==> src/hdl/gpm_defs.svh <==
// Register offsets, field positions, reset values and mode codes for the pin function mux
`ifndef GPM_DEFS_SVH
`define GPM_DEFS_SVH
`define GPM_ADDR_W 6
`define GPM_OFS_PA_CFGL 6'h00
`define GPM_OFS_PA_CFGH 6'h01
`define GPM_OFS_PB_CFGL 6'h02
`define GPM_OFS_PB_CFGH 6'h03
`define GPM_OFS_PC_CFGL 6'h04
`define GPM_OFS_PC_CFGH 6'h05
`define GPM_OFS_PA_OUT 6'h06
`define GPM_OFS_PB_OUT 6'h07
`define GPM_OFS_PC_OUT 6'h08
`define GPM_OFS_PA_IN 6'h09
`define GPM_OFS_PB_IN 6'h0A
`define GPM_OFS_PC_IN 6'h0B
`define GPM_OFS_DBGCFG 6'h0C
`define GPM_OFS_DBGSTAT 6'h0D
`define GPM_OFS_T2_OPT 6'h0E
`define GPM_OFS_T2_ENA 6'h0F
`define GPM_OFS_TRACE_SEL 6'h10
`define GPM_CFG_RESET 16'h4444
`define GPM_OUT_RESET 8'h00
`define GPM_BIT_EXTREGEN 5
`define GPM_BIT_DEBUGDIS 4
`define GPM_BIT_FORCEDBG 3
`define GPM_T2_OPT_LSB 4
`define GPM_MODE_ANALOG 4'h0
`define GPM_MODE_IN_FLOAT 4'h4
`define GPM_MODE_IN_PULL 4'h8
`define GPM_MODE_OUT_PP 4'h1
`define GPM_MODE_OUT_OD 4'h5
`define GPM_MODE_ALT_PP 4'h9
`define GPM_MODE_ALT_OD 4'hD
`endif

==> src/hdl/gpm_pkg.sv <==
// Types for the pin function mux
package gpm_pkg;
   typedef enum logic [1:0] {
      gpm_pull_none,
      gpm_pull_up,
      gpm_pull_down
   } gpm_pull_t;
endpackage

==> src/hdl/gpm_pin_mux.sv <==
// Pin function mux for three 8-bit general purpose ports
`timescale 1ns/100ps
`include "gpm_defs.svh"

// Summary of operation
// - Every pin has its own 4-bit mode code selecting its behaviour.
// - Code 0x0 is analog; digital off, input bit reads 1.
// - Code 0x4 is floating input, driver off.
// - Code 0x8 is input with pull; output bit picks up or down.
// - Codes 0x1/0x5 drive push-pull/open-drain from the output bit.
// - Codes 0x9/0xD drive push-pull/open-drain from the peripheral.
// - Open-drain modes have no internal pull-up.
// - Extra registers pick the peripheral when two can drive a pin.
// - Enabled timer 2 channel outranks the serial controller on a shared pin.
// - Timer 2 route bits 4..7 map channels to port A or port B pins.
// - Serial controller mode decides how its pins are used.
// - PA4/PA5 carry packet trace or cpu trace by software choice.
// - Alternate mode without a peripheral drives 0.
// - Forced functions apply from reset over mode codes until released.
// - Forced: PA7 regulator open-drain, PC0/PC3 pulled inputs, PC2 push-pull.
// - Forced PC4 is pulled mode-select or debugger bidirectional data.
// - Debug starts in JTAG mode; only the tool switches it.
// - Clearing regulator enable bit returns PA7 to normal use.
// - Setting debug disable returns PC0, PC2, PC3, PC4 to normal use.
// - Setting debug disable is ignored while debug port is active.
// - Debugger active during reset regains pins and sets forced flag.
// - Debug port is active exactly when the power-up request is set.
// - Low config holds pins 3..0, high config pins 7..4.
// - Full reset: floating inputs, regulator enable set, debug disable cleared.
module gpm_pin_mux #(
   parameter int NPINS = 24
) (
   // Clock, reset, enable
   input wire logic ref_clk,
   input wire logic sys_rst,
   input wire logic clk_en,
   // Register port
   input wire logic [`GPM_ADDR_W-1:0] reg_addr,
   input wire logic [31:0] reg_wdata,
   input wire logic reg_wr,
   input wire logic reg_rd,
   output logic [31:0] reg_rdata,
   // Pins: index 0..7 port A, 8..15 port B, 16..23 port C
   input wire logic [NPINS-1:0] pin_in,
   output logic [NPINS-1:0] pin_out,
   output logic [NPINS-1:0] pin_oe,
   output logic [NPINS-1:0] pin_pull_up,
   output logic [NPINS-1:0] pin_pull_down,
   output logic [NPINS-1:0] pin_analog,
   // Peripheral sources
   input wire logic [3:0] timer2_chan_out,
   input wire logic [NPINS-1:0] serial_ctrl_out,
   input wire logic [NPINS-1:0] serial_ctrl_out_valid,
   input wire logic pkt_trace_frame,
   input wire logic pkt_trace_serial,
   input wire logic cpu_trace_bit2,
   input wire logic cpu_trace_bit3,
   input wire logic reg_en_signal,
   // Debug port side
   input wire logic debugger_powerup_request,
   input wire logic debug_serial_wire_mode,
   input wire logic debug_data_out,
   input wire logic debug_swdio_out,
   input wire logic debug_swdio_oe,
   input wire logic chip_in_reset,
   output logic debug_reset_in,
   output logic debug_data_in,
   output logic debug_mode_select,
   // Synchronised pin levels to peripherals
   output logic [NPINS-1:0] periph_in
);

   localparam int PA7 = 7;
   localparam int PC0 = 16;
   localparam int PC2 = 18;
   localparam int PC3 = 19;
   localparam int PC4 = 20;

   logic [31:0] pin_mode_config [0:5];
   logic [7:0] output_value_reg [0:2];
   logic [NPINS-1:0] input_value_reg;
   logic ext_regulator_enable_bit;
   logic debug_pins_disable;
   logic debug_forced_flag;
   logic [7:0] timer2_route_option;
   logic [3:0] timer2_channel_enable;
   logic trace_sel_cpu;
   logic debug_active;
   logic [NPINS-1:0] next_out;
   logic [NPINS-1:0] next_oe;
   logic [NPINS-1:0] next_pu;
   logic [NPINS-1:0] next_pd;
   logic [NPINS-1:0] next_an;
   logic [NPINS-1:0] next_in;
   logic [NPINS-1:0] alt_src;
   logic [NPINS-1:0] alt_has;
   gpm_pkg::gpm_pull_t next_pull [NPINS];
   logic [31:0] next_rdata;

   assign debug_active = debugger_powerup_request;

   // Configuration registers
   always_ff @(posedge ref_clk or posedge sys_rst) begin
      if (sys_rst) begin
         for (int i = 0; i < 6; i++) begin
            pin_mode_config[i] <= {16'h0000, `GPM_CFG_RESET};
         end
      end else if (clk_en && reg_wr && reg_addr <= `GPM_OFS_PC_CFGH) begin
         // Upper half is not stored and reads back as zero
         pin_mode_config[reg_addr[2:0]] <= {16'h0000, reg_wdata[15:0]};
      end
   end

   always_ff @(posedge ref_clk or posedge sys_rst) begin
      if (sys_rst) begin
         for (int i = 0; i < 3; i++) begin
            output_value_reg[i] <= `GPM_OUT_RESET;
         end
      end else if (clk_en && reg_wr) begin
         case (reg_addr)
            `GPM_OFS_PA_OUT: output_value_reg[0] <= reg_wdata[7:0];
            `GPM_OFS_PB_OUT: output_value_reg[1] <= reg_wdata[7:0];
            `GPM_OFS_PC_OUT: output_value_reg[2] <= reg_wdata[7:0];
            default: ;
         endcase
      end
   end

   // Peripheral routing selections
   always_ff @(posedge ref_clk or posedge sys_rst) begin
      if (sys_rst) begin
         timer2_route_option <= 8'h00;
         timer2_channel_enable <= 4'h0;
         trace_sel_cpu <= 1'b0;
      end else if (clk_en && reg_wr) begin
         case (reg_addr)
            `GPM_OFS_T2_OPT: timer2_route_option <= reg_wdata[7:0];
            `GPM_OFS_T2_ENA: timer2_channel_enable <= reg_wdata[3:0];
            `GPM_OFS_TRACE_SEL: trace_sel_cpu <= reg_wdata[0];
            default: ;
         endcase
      end
   end

   // Debug configuration; reset restores forced functions
   always_ff @(posedge ref_clk or posedge sys_rst) begin
      if (sys_rst) begin
         ext_regulator_enable_bit <= 1'b1;
         debug_pins_disable <= 1'b0;
      end else if (clk_en) begin
         if (reg_wr && reg_addr == `GPM_OFS_DBGCFG) begin
            ext_regulator_enable_bit <= reg_wdata[`GPM_BIT_EXTREGEN];
         end
         // A reclaiming debugger outranks a software write in the same cycle
         if (chip_in_reset && debug_active) begin
            debug_pins_disable <= 1'b0;
         end else if (reg_wr && reg_addr == `GPM_OFS_DBGCFG) begin
            if (!reg_wdata[`GPM_BIT_DEBUGDIS]) begin
               debug_pins_disable <= 1'b0;
            end else if (!debug_active) begin
               debug_pins_disable <= 1'b1;
            end
         end
      end
   end

   // Forced flag: set by debugger reclaim, cleared by full reset only
   always_ff @(posedge ref_clk or posedge sys_rst) begin
      if (sys_rst) begin
         debug_forced_flag <= 1'b0;
      end else if (clk_en && chip_in_reset && debug_active && debug_pins_disable) begin
         debug_forced_flag <= 1'b1;
      end
   end

   // Alternate output sources
   always_comb begin
      alt_src = serial_ctrl_out;
      alt_has = serial_ctrl_out_valid;
      alt_src[4] = trace_sel_cpu ? cpu_trace_bit2 : pkt_trace_frame;
      alt_src[5] = trace_sel_cpu ? cpu_trace_bit3 : pkt_trace_serial;
      alt_has[4] = 1'b1;
      alt_has[5] = 1'b1;
      // Timer channel wins over serial controller once enabled
      for (int c = 0; c < 4; c++) begin
         if (timer2_channel_enable[c]) begin
            if (timer2_route_option[`GPM_T2_OPT_LSB + c]) begin
               alt_src[9 + c] = timer2_chan_out[c];
               alt_has[9 + c] = 1'b1;
            end else begin
               case (c)
                  0: begin alt_src[0] = timer2_chan_out[0]; alt_has[0] = 1'b1; end
                  1: begin alt_src[3] = timer2_chan_out[1]; alt_has[3] = 1'b1; end
                  2: begin alt_src[1] = timer2_chan_out[2]; alt_has[1] = 1'b1; end
                  default: begin alt_src[2] = timer2_chan_out[3]; alt_has[2] = 1'b1; end
               endcase
            end
         end
      end
   end

   // Per-pin mode decode
   always_comb begin
      logic [3:0] code;
      logic ov;
      logic drv;
      code = 4'h0;
      ov = 1'b0;
      drv = 1'b0;
      for (int p = 0; p < NPINS; p++) begin
         code = pin_mode_config[p / 4][4 * (p % 4) +: 4];
         ov = output_value_reg[p / 8][p % 8];
         drv = alt_has[p] ? alt_src[p] : 1'b0;
         next_out[p] = 1'b0;
         next_oe[p] = 1'b0;
         next_pull[p] = gpm_pkg::gpm_pull_none;
         next_an[p] = 1'b0;
         next_in[p] = pin_in[p];
         case (code)
            `GPM_MODE_ANALOG: begin
               next_an[p] = 1'b1;
               next_in[p] = 1'b1;
            end
            `GPM_MODE_IN_FLOAT: ;
            `GPM_MODE_IN_PULL: begin
               next_pull[p] = ov ? gpm_pkg::gpm_pull_up : gpm_pkg::gpm_pull_down;
            end
            `GPM_MODE_OUT_PP: begin
               next_out[p] = ov;
               next_oe[p] = 1'b1;
            end
            `GPM_MODE_OUT_OD: begin
               next_oe[p] = !ov;
            end
            `GPM_MODE_ALT_PP: begin
               next_out[p] = drv;
               next_oe[p] = 1'b1;
            end
            `GPM_MODE_ALT_OD: begin
               next_oe[p] = !drv;
            end
            default: ; // Undefined codes behave as floating inputs
         endcase
      end
      // Forced functions override the codes
      // While forced, PA7 only sinks; any pull-up for it sits on the board
      if (ext_regulator_enable_bit) begin
         next_out[PA7] = 1'b0;
         next_oe[PA7] = !reg_en_signal;
         next_pull[PA7] = gpm_pkg::gpm_pull_none;
         next_an[PA7] = 1'b0;
         next_in[PA7] = pin_in[PA7];
      end
      if (!debug_pins_disable) begin
         for (int k = 0; k < 4; k++) begin
            next_pull[PC0 + k] = gpm_pkg::gpm_pull_none;
            next_an[PC0 + k] = 1'b0;
            next_out[PC0 + k] = 1'b0;
            next_oe[PC0 + k] = 1'b0;
            next_in[PC0 + k] = pin_in[PC0 + k];
         end
         next_pull[PC0] = gpm_pkg::gpm_pull_up;
         next_pull[PC3] = gpm_pkg::gpm_pull_up;
         next_out[PC2] = debug_data_out;
         next_oe[PC2] = 1'b1;
         next_in[PC2] = pin_in[PC2];
         next_an[PC2] = 1'b0;
         // Tool owns the mode; reset state of that input is JTAG
         if (debug_serial_wire_mode) begin
            next_out[PC4] = debug_swdio_out;
            next_oe[PC4] = debug_swdio_oe;
            next_in[PC4] = pin_in[PC4];
            next_an[PC4] = 1'b0;
         end else begin
            next_pull[PC4] = gpm_pkg::gpm_pull_up;
            next_in[PC4] = pin_in[PC4];
            next_an[PC4] = 1'b0;
         end
      end
   end

   // One pull choice per pin keeps up and down from ever meeting
   always_comb begin
      for (int p = 0; p < NPINS; p++) begin
         case (next_pull[p])
            gpm_pkg::gpm_pull_up: begin
               next_pu[p] = 1'b1;
               next_pd[p] = 1'b0;
            end
            gpm_pkg::gpm_pull_down: begin
               next_pu[p] = 1'b0;
               next_pd[p] = 1'b1;
            end
            default: begin
               next_pu[p] = 1'b0;
               next_pd[p] = 1'b0;
            end
         endcase
      end
   end

   // Pin drive and captured input
   always_ff @(posedge ref_clk or posedge sys_rst) begin
      if (sys_rst) begin
         pin_out <= '0;
         pin_oe <= '0;
         pin_pull_up <= '0;
         pin_pull_down <= '0;
         pin_analog <= '0;
         input_value_reg <= '0;
         periph_in <= '0;
      end else if (clk_en) begin
         pin_out <= next_out;
         pin_oe <= next_oe;
         pin_pull_up <= next_pu;
         pin_pull_down <= next_pd;
         pin_analog <= next_an;
         input_value_reg <= next_in;
         periph_in <= next_in;
      end
   end

   // Debug port inputs reach the debugger only while forced
   always_ff @(posedge ref_clk or posedge sys_rst) begin
      if (sys_rst) begin
         debug_reset_in <= 1'b1;
         debug_data_in <= 1'b1;
         debug_mode_select <= 1'b1;
      end else if (clk_en) begin
         debug_reset_in <= debug_pins_disable ? 1'b1 : pin_in[PC0];
         debug_data_in <= debug_pins_disable ? 1'b1 : pin_in[PC3];
         debug_mode_select <= debug_pins_disable ? 1'b1 : pin_in[PC4];
      end
   end

   // Read mux
   always_comb begin
      next_rdata = 32'h0000_0000;
      case (reg_addr)
         `GPM_OFS_PA_CFGL, `GPM_OFS_PA_CFGH, `GPM_OFS_PB_CFGL,
         `GPM_OFS_PB_CFGH, `GPM_OFS_PC_CFGL, `GPM_OFS_PC_CFGH:
            next_rdata = pin_mode_config[reg_addr[2:0]];
         `GPM_OFS_PA_OUT: next_rdata = {24'h00_0000, output_value_reg[0]};
         `GPM_OFS_PB_OUT: next_rdata = {24'h00_0000, output_value_reg[1]};
         `GPM_OFS_PC_OUT: next_rdata = {24'h00_0000, output_value_reg[2]};
         `GPM_OFS_PA_IN: next_rdata = {24'h00_0000, input_value_reg[7:0]};
         `GPM_OFS_PB_IN: next_rdata = {24'h00_0000, input_value_reg[15:8]};
         `GPM_OFS_PC_IN: next_rdata = {24'h00_0000, input_value_reg[23:16]};
         `GPM_OFS_DBGCFG: begin
            next_rdata[`GPM_BIT_EXTREGEN] = ext_regulator_enable_bit;
            next_rdata[`GPM_BIT_DEBUGDIS] = debug_pins_disable;
         end
         `GPM_OFS_DBGSTAT: next_rdata[`GPM_BIT_FORCEDBG] = debug_forced_flag;
         `GPM_OFS_T2_OPT: next_rdata = {24'h00_0000, timer2_route_option};
         `GPM_OFS_T2_ENA: next_rdata = {28'h000_0000, timer2_channel_enable};
         `GPM_OFS_TRACE_SEL: next_rdata = {31'h0000_0000, trace_sel_cpu};
         default: next_rdata = 32'h0000_0000;
      endcase
   end

   // Data only in the cycle after the strobe
   always_ff @(posedge ref_clk or posedge sys_rst) begin
      if (sys_rst) begin
         reg_rdata <= 32'h0000_0000;
      end else if (clk_en) begin
         reg_rdata <= reg_rd ? next_rdata : 32'h0000_0000;
      end
   end

endmodule // gpm_pin_mux

==> config.mk <==
export PLATFORM = sky130hd
export DESIGN_NAME = gpm_pin_mux
export DESIGN_NICKNAME = d
export VERILOG_FILES = /design/src/hdl/gpm_pkg.sv /design/src/hdl/gpm_pin_mux.sv
export VERILOG_INCLUDE_DIRS = /design/src /design/src/hdl
export SDC_FILE = /design/constraint.sdc
export NUM_CORES = 1
export LEC_CHECK = 0
export BUFFER_PORTS_ARGS = -buffer_cell sky130_fd_sc_hd__buf_2
export CORE_MARGIN = 2
export CORE_UTILIZATION = 40
export CTS_CLUSTER_DIAMETER = 200
export DETAILED_ROUTE_END_ITERATION = 10
export SLEW_MARGIN = 40
export SYNTH_ARGS = -nofsm -noshare
export SYNTH_HDL_FRONTEND = slang
export SYNTH_SLANG_ARGS = --single-unit
==> constraint.sdc <==
create_clock -name ref_clk -period 8.63 [get_ports ref_clk]
set_input_delay 0.863 -clock ref_clk [delete_from_list [all_inputs] [get_ports ref_clk]]
set_output_delay 0.863 -clock ref_clk [all_outputs]
set_load 0.03 [all_outputs]
* Word level (Yosys, flattened, before mapping)
Cells that the tools add are included.
** Storage, ports and cells
- Flip-flop bits (word level) :: 411
- Output and inout bits :: 179
- Logic and storage cells :: 609
** Operators by class
- $lt $le $gt $ge :: 3
- Equality and inequality tests :: 185
- Muxes and demuxes :: 279
- Bitwise gates (word level) :: 1
- Reduce and logical (&&, ||, !) cells :: 116
** Operator list (number)
- $eq 4x4->1 const B :: 72
- $pmux 26 s8 :: 1
- $bwmux 192 :: 1
- $mux 1 :: 161
- $mux 32 :: 4
- $mux 2 :: 54
- $bmux 32 s3 :: 1
- $demux 32 s3 :: 1
- $eq 4x1->1 const B :: 24
- $eq 4x3->1 const B :: 24
- $logic_not 4->1 :: 24
- $pmux 1 s3 :: 24
- $logic_not 1->1 :: 49
- $eq 2x1->1 const B :: 24
- $eq 2x2->1 const B :: 24
- $eq 6x4->1 const B :: 8
- $pmux 1 s2 :: 24
- $reduce_or 2->1 :: 24
- $pmux 3 s10 :: 1
- $eq 6x3->1 const B :: 4
- $mux 5 :: 4
- $pmux 2 s9 :: 1
- $reduce_and 2->1 :: 7
- $eq 6x2->1 const B :: 2
- other kinds (14) :: 21

* Logic depth before layout (Yosys ltp)
- Depth in word-level cells :: 7
- Mapped depth :: 9
- Gate-level depth less buffers :: 5

* Worst setup path after synthesis
Ideal clock, no wire load.
- Path kind :: in2reg
- From :: input reg_addr[1]
- To :: register pin_mode_config[136] in the netlist's numbering
- Setup time :: 0.125 ns
- Arrival :: 2.579 ns
- Path slack :: 5.926 ns
- Stages :: 7
- Path buffers :: 2
- Path through :: buf_2 a2111oi_4 and2b_2 nand2_4 nor3b_4 buf_6 mux2_2
** Between the ends
- Cells in the longest elaborated chain, start to end :: 6
- Elaborated cells between the ends (all ways) :: 9
- Classes of those cells :: order compare: 3; mux: 3; bitwise: 1; reduce/logical: 2
** RTL lines
- start, declared :: RTL line gpm_pin_mux.sv:38 : input wire logic [`GPM_ADDR_W-1:0] reg_addr,
- $not 3->4 (not written as such) :: RTL line gpm_pin_mux.sv:110 : pin_mode_config[reg_addr[2:0]] <= {16'h0000, reg_wdata[15:0]};
- $ge 4x4->1 (not written as such) / $lt 4x1->1 (equally long branches) :: RTL line gpm_pin_mux.sv:110
- $logic_and 1x1->1 (not written as such) :: RTL line gpm_pin_mux.sv:110
- $mux 32 (not written as such) :: RTL line gpm_pin_mux.sv:110
- $demux 32 s3 :: RTL line gpm_pin_mux.sv:110
- $bwmux 192 :: RTL line gpm_pin_mux.sv:110
- end signal, assigned by index :: RTL line gpm_pin_mux.sv:106 : pin_mode_config[i] <= {16'h0000, `GPM_CFG_RESET};
- end signal, assigned by index :: RTL line gpm_pin_mux.sv:110
- end, declared :: RTL line gpm_pin_mux.sv:79 : logic [31:0] pin_mode_config [0:5];
Parallel ways exist; a longest one is shown, timed or not.
A chain may end at the register's enable or synchronous reset.

==> impl_results.md <==
- CORE AREA: 34400 sq um
- Clk slew on worst S/H paths: 50 ps
- Hold Path End: reg_rdata[1]
- Detailed Route WL: 43.0 mm
- Register area share after synthesis: 54.0%
- #FFs+latches synth: 299
- Most flop-heavy register: pin_mode_config
- Die width: 191 microns
- Hold_buf cts: 0
- Int Pwr: 2.49 mW
- Final setup violation count: 0
- Worst setup SP type: primary input
- Final ANT Viol Nets: 0
- Clock power frac: 38.4%
- Layer with the highest usage: met2
- Post-Syn Area per Cell: 11.8 sq um
- Grt met1 use: 34.5%
- Post-synth EDFFs: 0
- Placer Congestion: 0.896
- Most area-consuming cells after synthesis: dfrtp_1 49%, mux2_2 12%, dfstp_2 5.3%, mux4_2 3.4%, o2bb2ai_1 3.3%
- Post-route clock period utilization: 39.0%
- Worst Setup End Kind: flop
- LEAKAGE: 7.73 nW
- I/O pin cnt: 309
- Largest net degree at the start of global routing: 89
- Reg2reg path depth: 4
- Area post-placement: 15700 sq um
- Async S/R FF share, synth: 100%
- Remaining Overflow, GRT: 0
- Row cnt: 68
- Hold Path Depth: 1
- RSZ-0062 raised after global routing: false
- CP Class: primary input to flop
- Fill count: 3190
- Final Net Count: 1569
- Slew HR: 45.0%
- CP Data Required Time: 9070 ps
- Vias in the first global route: 10600
- Status: complete, no violations
- Pwr dens: 211 nW/um^2
- Total Die Area: 36300 sq um
- CTS tree: done
- Clk_lat worst skew: 520 ps
- Drc violations: 0
- Post-CTS setup buffer count: 0
- Starting Density: 40.5%
- DR pass1 iterations: 7
- Final std cells w/o fill: 1922
- Layout Area Growth over Synthesis: 20.3%
- R2R Path Start: output_value_reg[6]
- Slew @ Worst Pin: 818 ps
- Crit path largest cell delay: 760 ps
- Total track usage: 23.7%
- Cts bufs inserted: 34
- Mapped Cells: 1183
- Sink Count: 299
- Via density: 5.61
- Max FO, Critical Path: 74
- Initial DRC Count: 717
- Synth Cell Area: 13900 sq um
- P_sw: 1.04 mW
- Final hold violation count: 0
- H-Tree Depth: 2
- PnR worst setup slack: 5260 ps
- Peak VDD IR: 107 uV
- DP Cell Count: 1857
- Fin crit period: 3370 ps
- M3 GR Usage: 4.58%
- Fraction of layout cells with a size suffix above 1: 37.6%
- Clock Tree Buf Depth: 3
- Global-route wire length before repair: 65.3 mm
- Top FF cell, synth: dfrtp_1
- Port Buffers: 272
- Synth warn: 0
- Unique masters post-synth: 72
- Most frequent cells in the layout: 271 x dfrtp_1, 271 x buf_2, 147 x mux2_2
- HP Class: flop to flop
- R2R Setup Slk: 6680 ps
- Crit-path cells: buf_6, clkinv_2, or4b_1, a31oi_1, and2_1, a221o_1
- Vias post-DR: 10800
- Setup TNS: 0 ps
- Maxcap violations: 0
- Slew Viols, Final: 0
- Design area: 16800 sq um
- Post-detail-place hpwl: 31.0 mm
- Power share of the sequential group: 46.3%
- RR Endpoint: reg_rdata[6]
- WL per Instance: 22.4 microns
- Max FFs per register: 96
- Area leader, netlist: dfrtp_1
- Hold Path Origin: reg_rdata[1]
- CP max-delay cell: or4b_1
- Place WS: 4450 ps
- Yosys top cell area share: 48.7%
- CP arrival: 3810 ps
- DIE HEIGHT: 191 microns
- Combinational share of power: 15.2%
- Setup Skew: 21.8 ps
- Sw Share: 29.4%
- Initial antenna violation count: 4
- Fmax achieved: 0.297 GHz
- # resized after CTS: 0
- CTS root buf: clkbuf_16
- M2 GR Usage: 36.3%
==> routing by layer <==
metal	vias to the layer above	part of all wire, %
met5	-	0.026
met4	2	2.2
met3	67	6.9
met2	384	45
met1	5432	46
li1	4888	-
==> Yosys cell counts, types with 24 or more instances <==
master,number
nor3_1,24
o21ai_0,43
nand2_1,82
mux2_2,147
dfstp_2,28
nor2_1,79
inv_1,40
clkbuf_1,31
a21oi_1,35
a22o_1,26
dfrtp_1,271
nand3_1,49
o2bb2ai_1,53
mux2i_1,26
==> per-stage QoR <==
step | util (%) | hold WS (ps) | power [mW]
floorplan | - | 433 | 1.99
global placement | 45.4 | 460 | 2.19
detailed placement | 45.6 | 466 | 2.20
CTS | 48.6 | 478 | 3.56
global route | 48.7 | 504 | 3.69
finish | 48.7 | 476 | 3.53
==> power groups by stage <==
stage	Clock, mW	Sequential [mW]	Combinational, mW
5_1_grt	1.45	1.65	0.581
3_5_place_dp	0	1.66	0.540
6_report	1.36	1.64	0.538
2_1_floorplan	0	1.73	0.260
3_3_place_gp	0	1.65	0.533
4_1_cts	1.39	1.63	0.542
==> layout make-up <==
cell class	count	area [sq um]	area share, %
timing repair buffer	284	1510	9.03
clock buffer	55	980	5.85
clock inverter	6	52.6	0.314
antenna	3	7.51	0.0448
multi-input combinational	779	5950	35.5
tap	455	569	3.40
inverter	41	159	0.949
sequential	299	7520	44.9
==> cells by family (layout without fill, tap and decap cells) <==
family | Yosys count | count (layout) | share of synthesized area, %
buffers and inverters | 120 | 386 | 3.94
AOI/OAI and AO/OA | 238 | 238 | 12.7
muxes | 194 | 194 | 17.2
DFF | 299 | 299 | 54.0
and+or+nand+nor | 331 | 331 | 12.2
other | 1 | 19 | 0.0269
==> worst max-delay path by stage <==
stage / startpoint / end / slack, ps / depth (start not counted)
2_1_floorplan: sys_rst / debug_forced_flag / 3820 / 1
3_3_place_gp: clk_en / reg_rdata[7] / 4520 / 6
3_5_place_dp: clk_en / reg_rdata[4] / 4450 / 6
4_1_cts: clk_en / reg_rdata[6] / 5000 / 6
5_1_grt: clk_en / reg_rdata[7] / 5100 / 6
6_report: clk_en / reg_rdata[4] / 5260 / 6
==> critical path, delay by kind of cell <==
kind / cells / cell delay (ps)
simple gates: 2 / 1250
compound gates: 2 / 500
buf+inv: 2 / 1120
No activity file was read; power rests on OpenSTA's default activity.
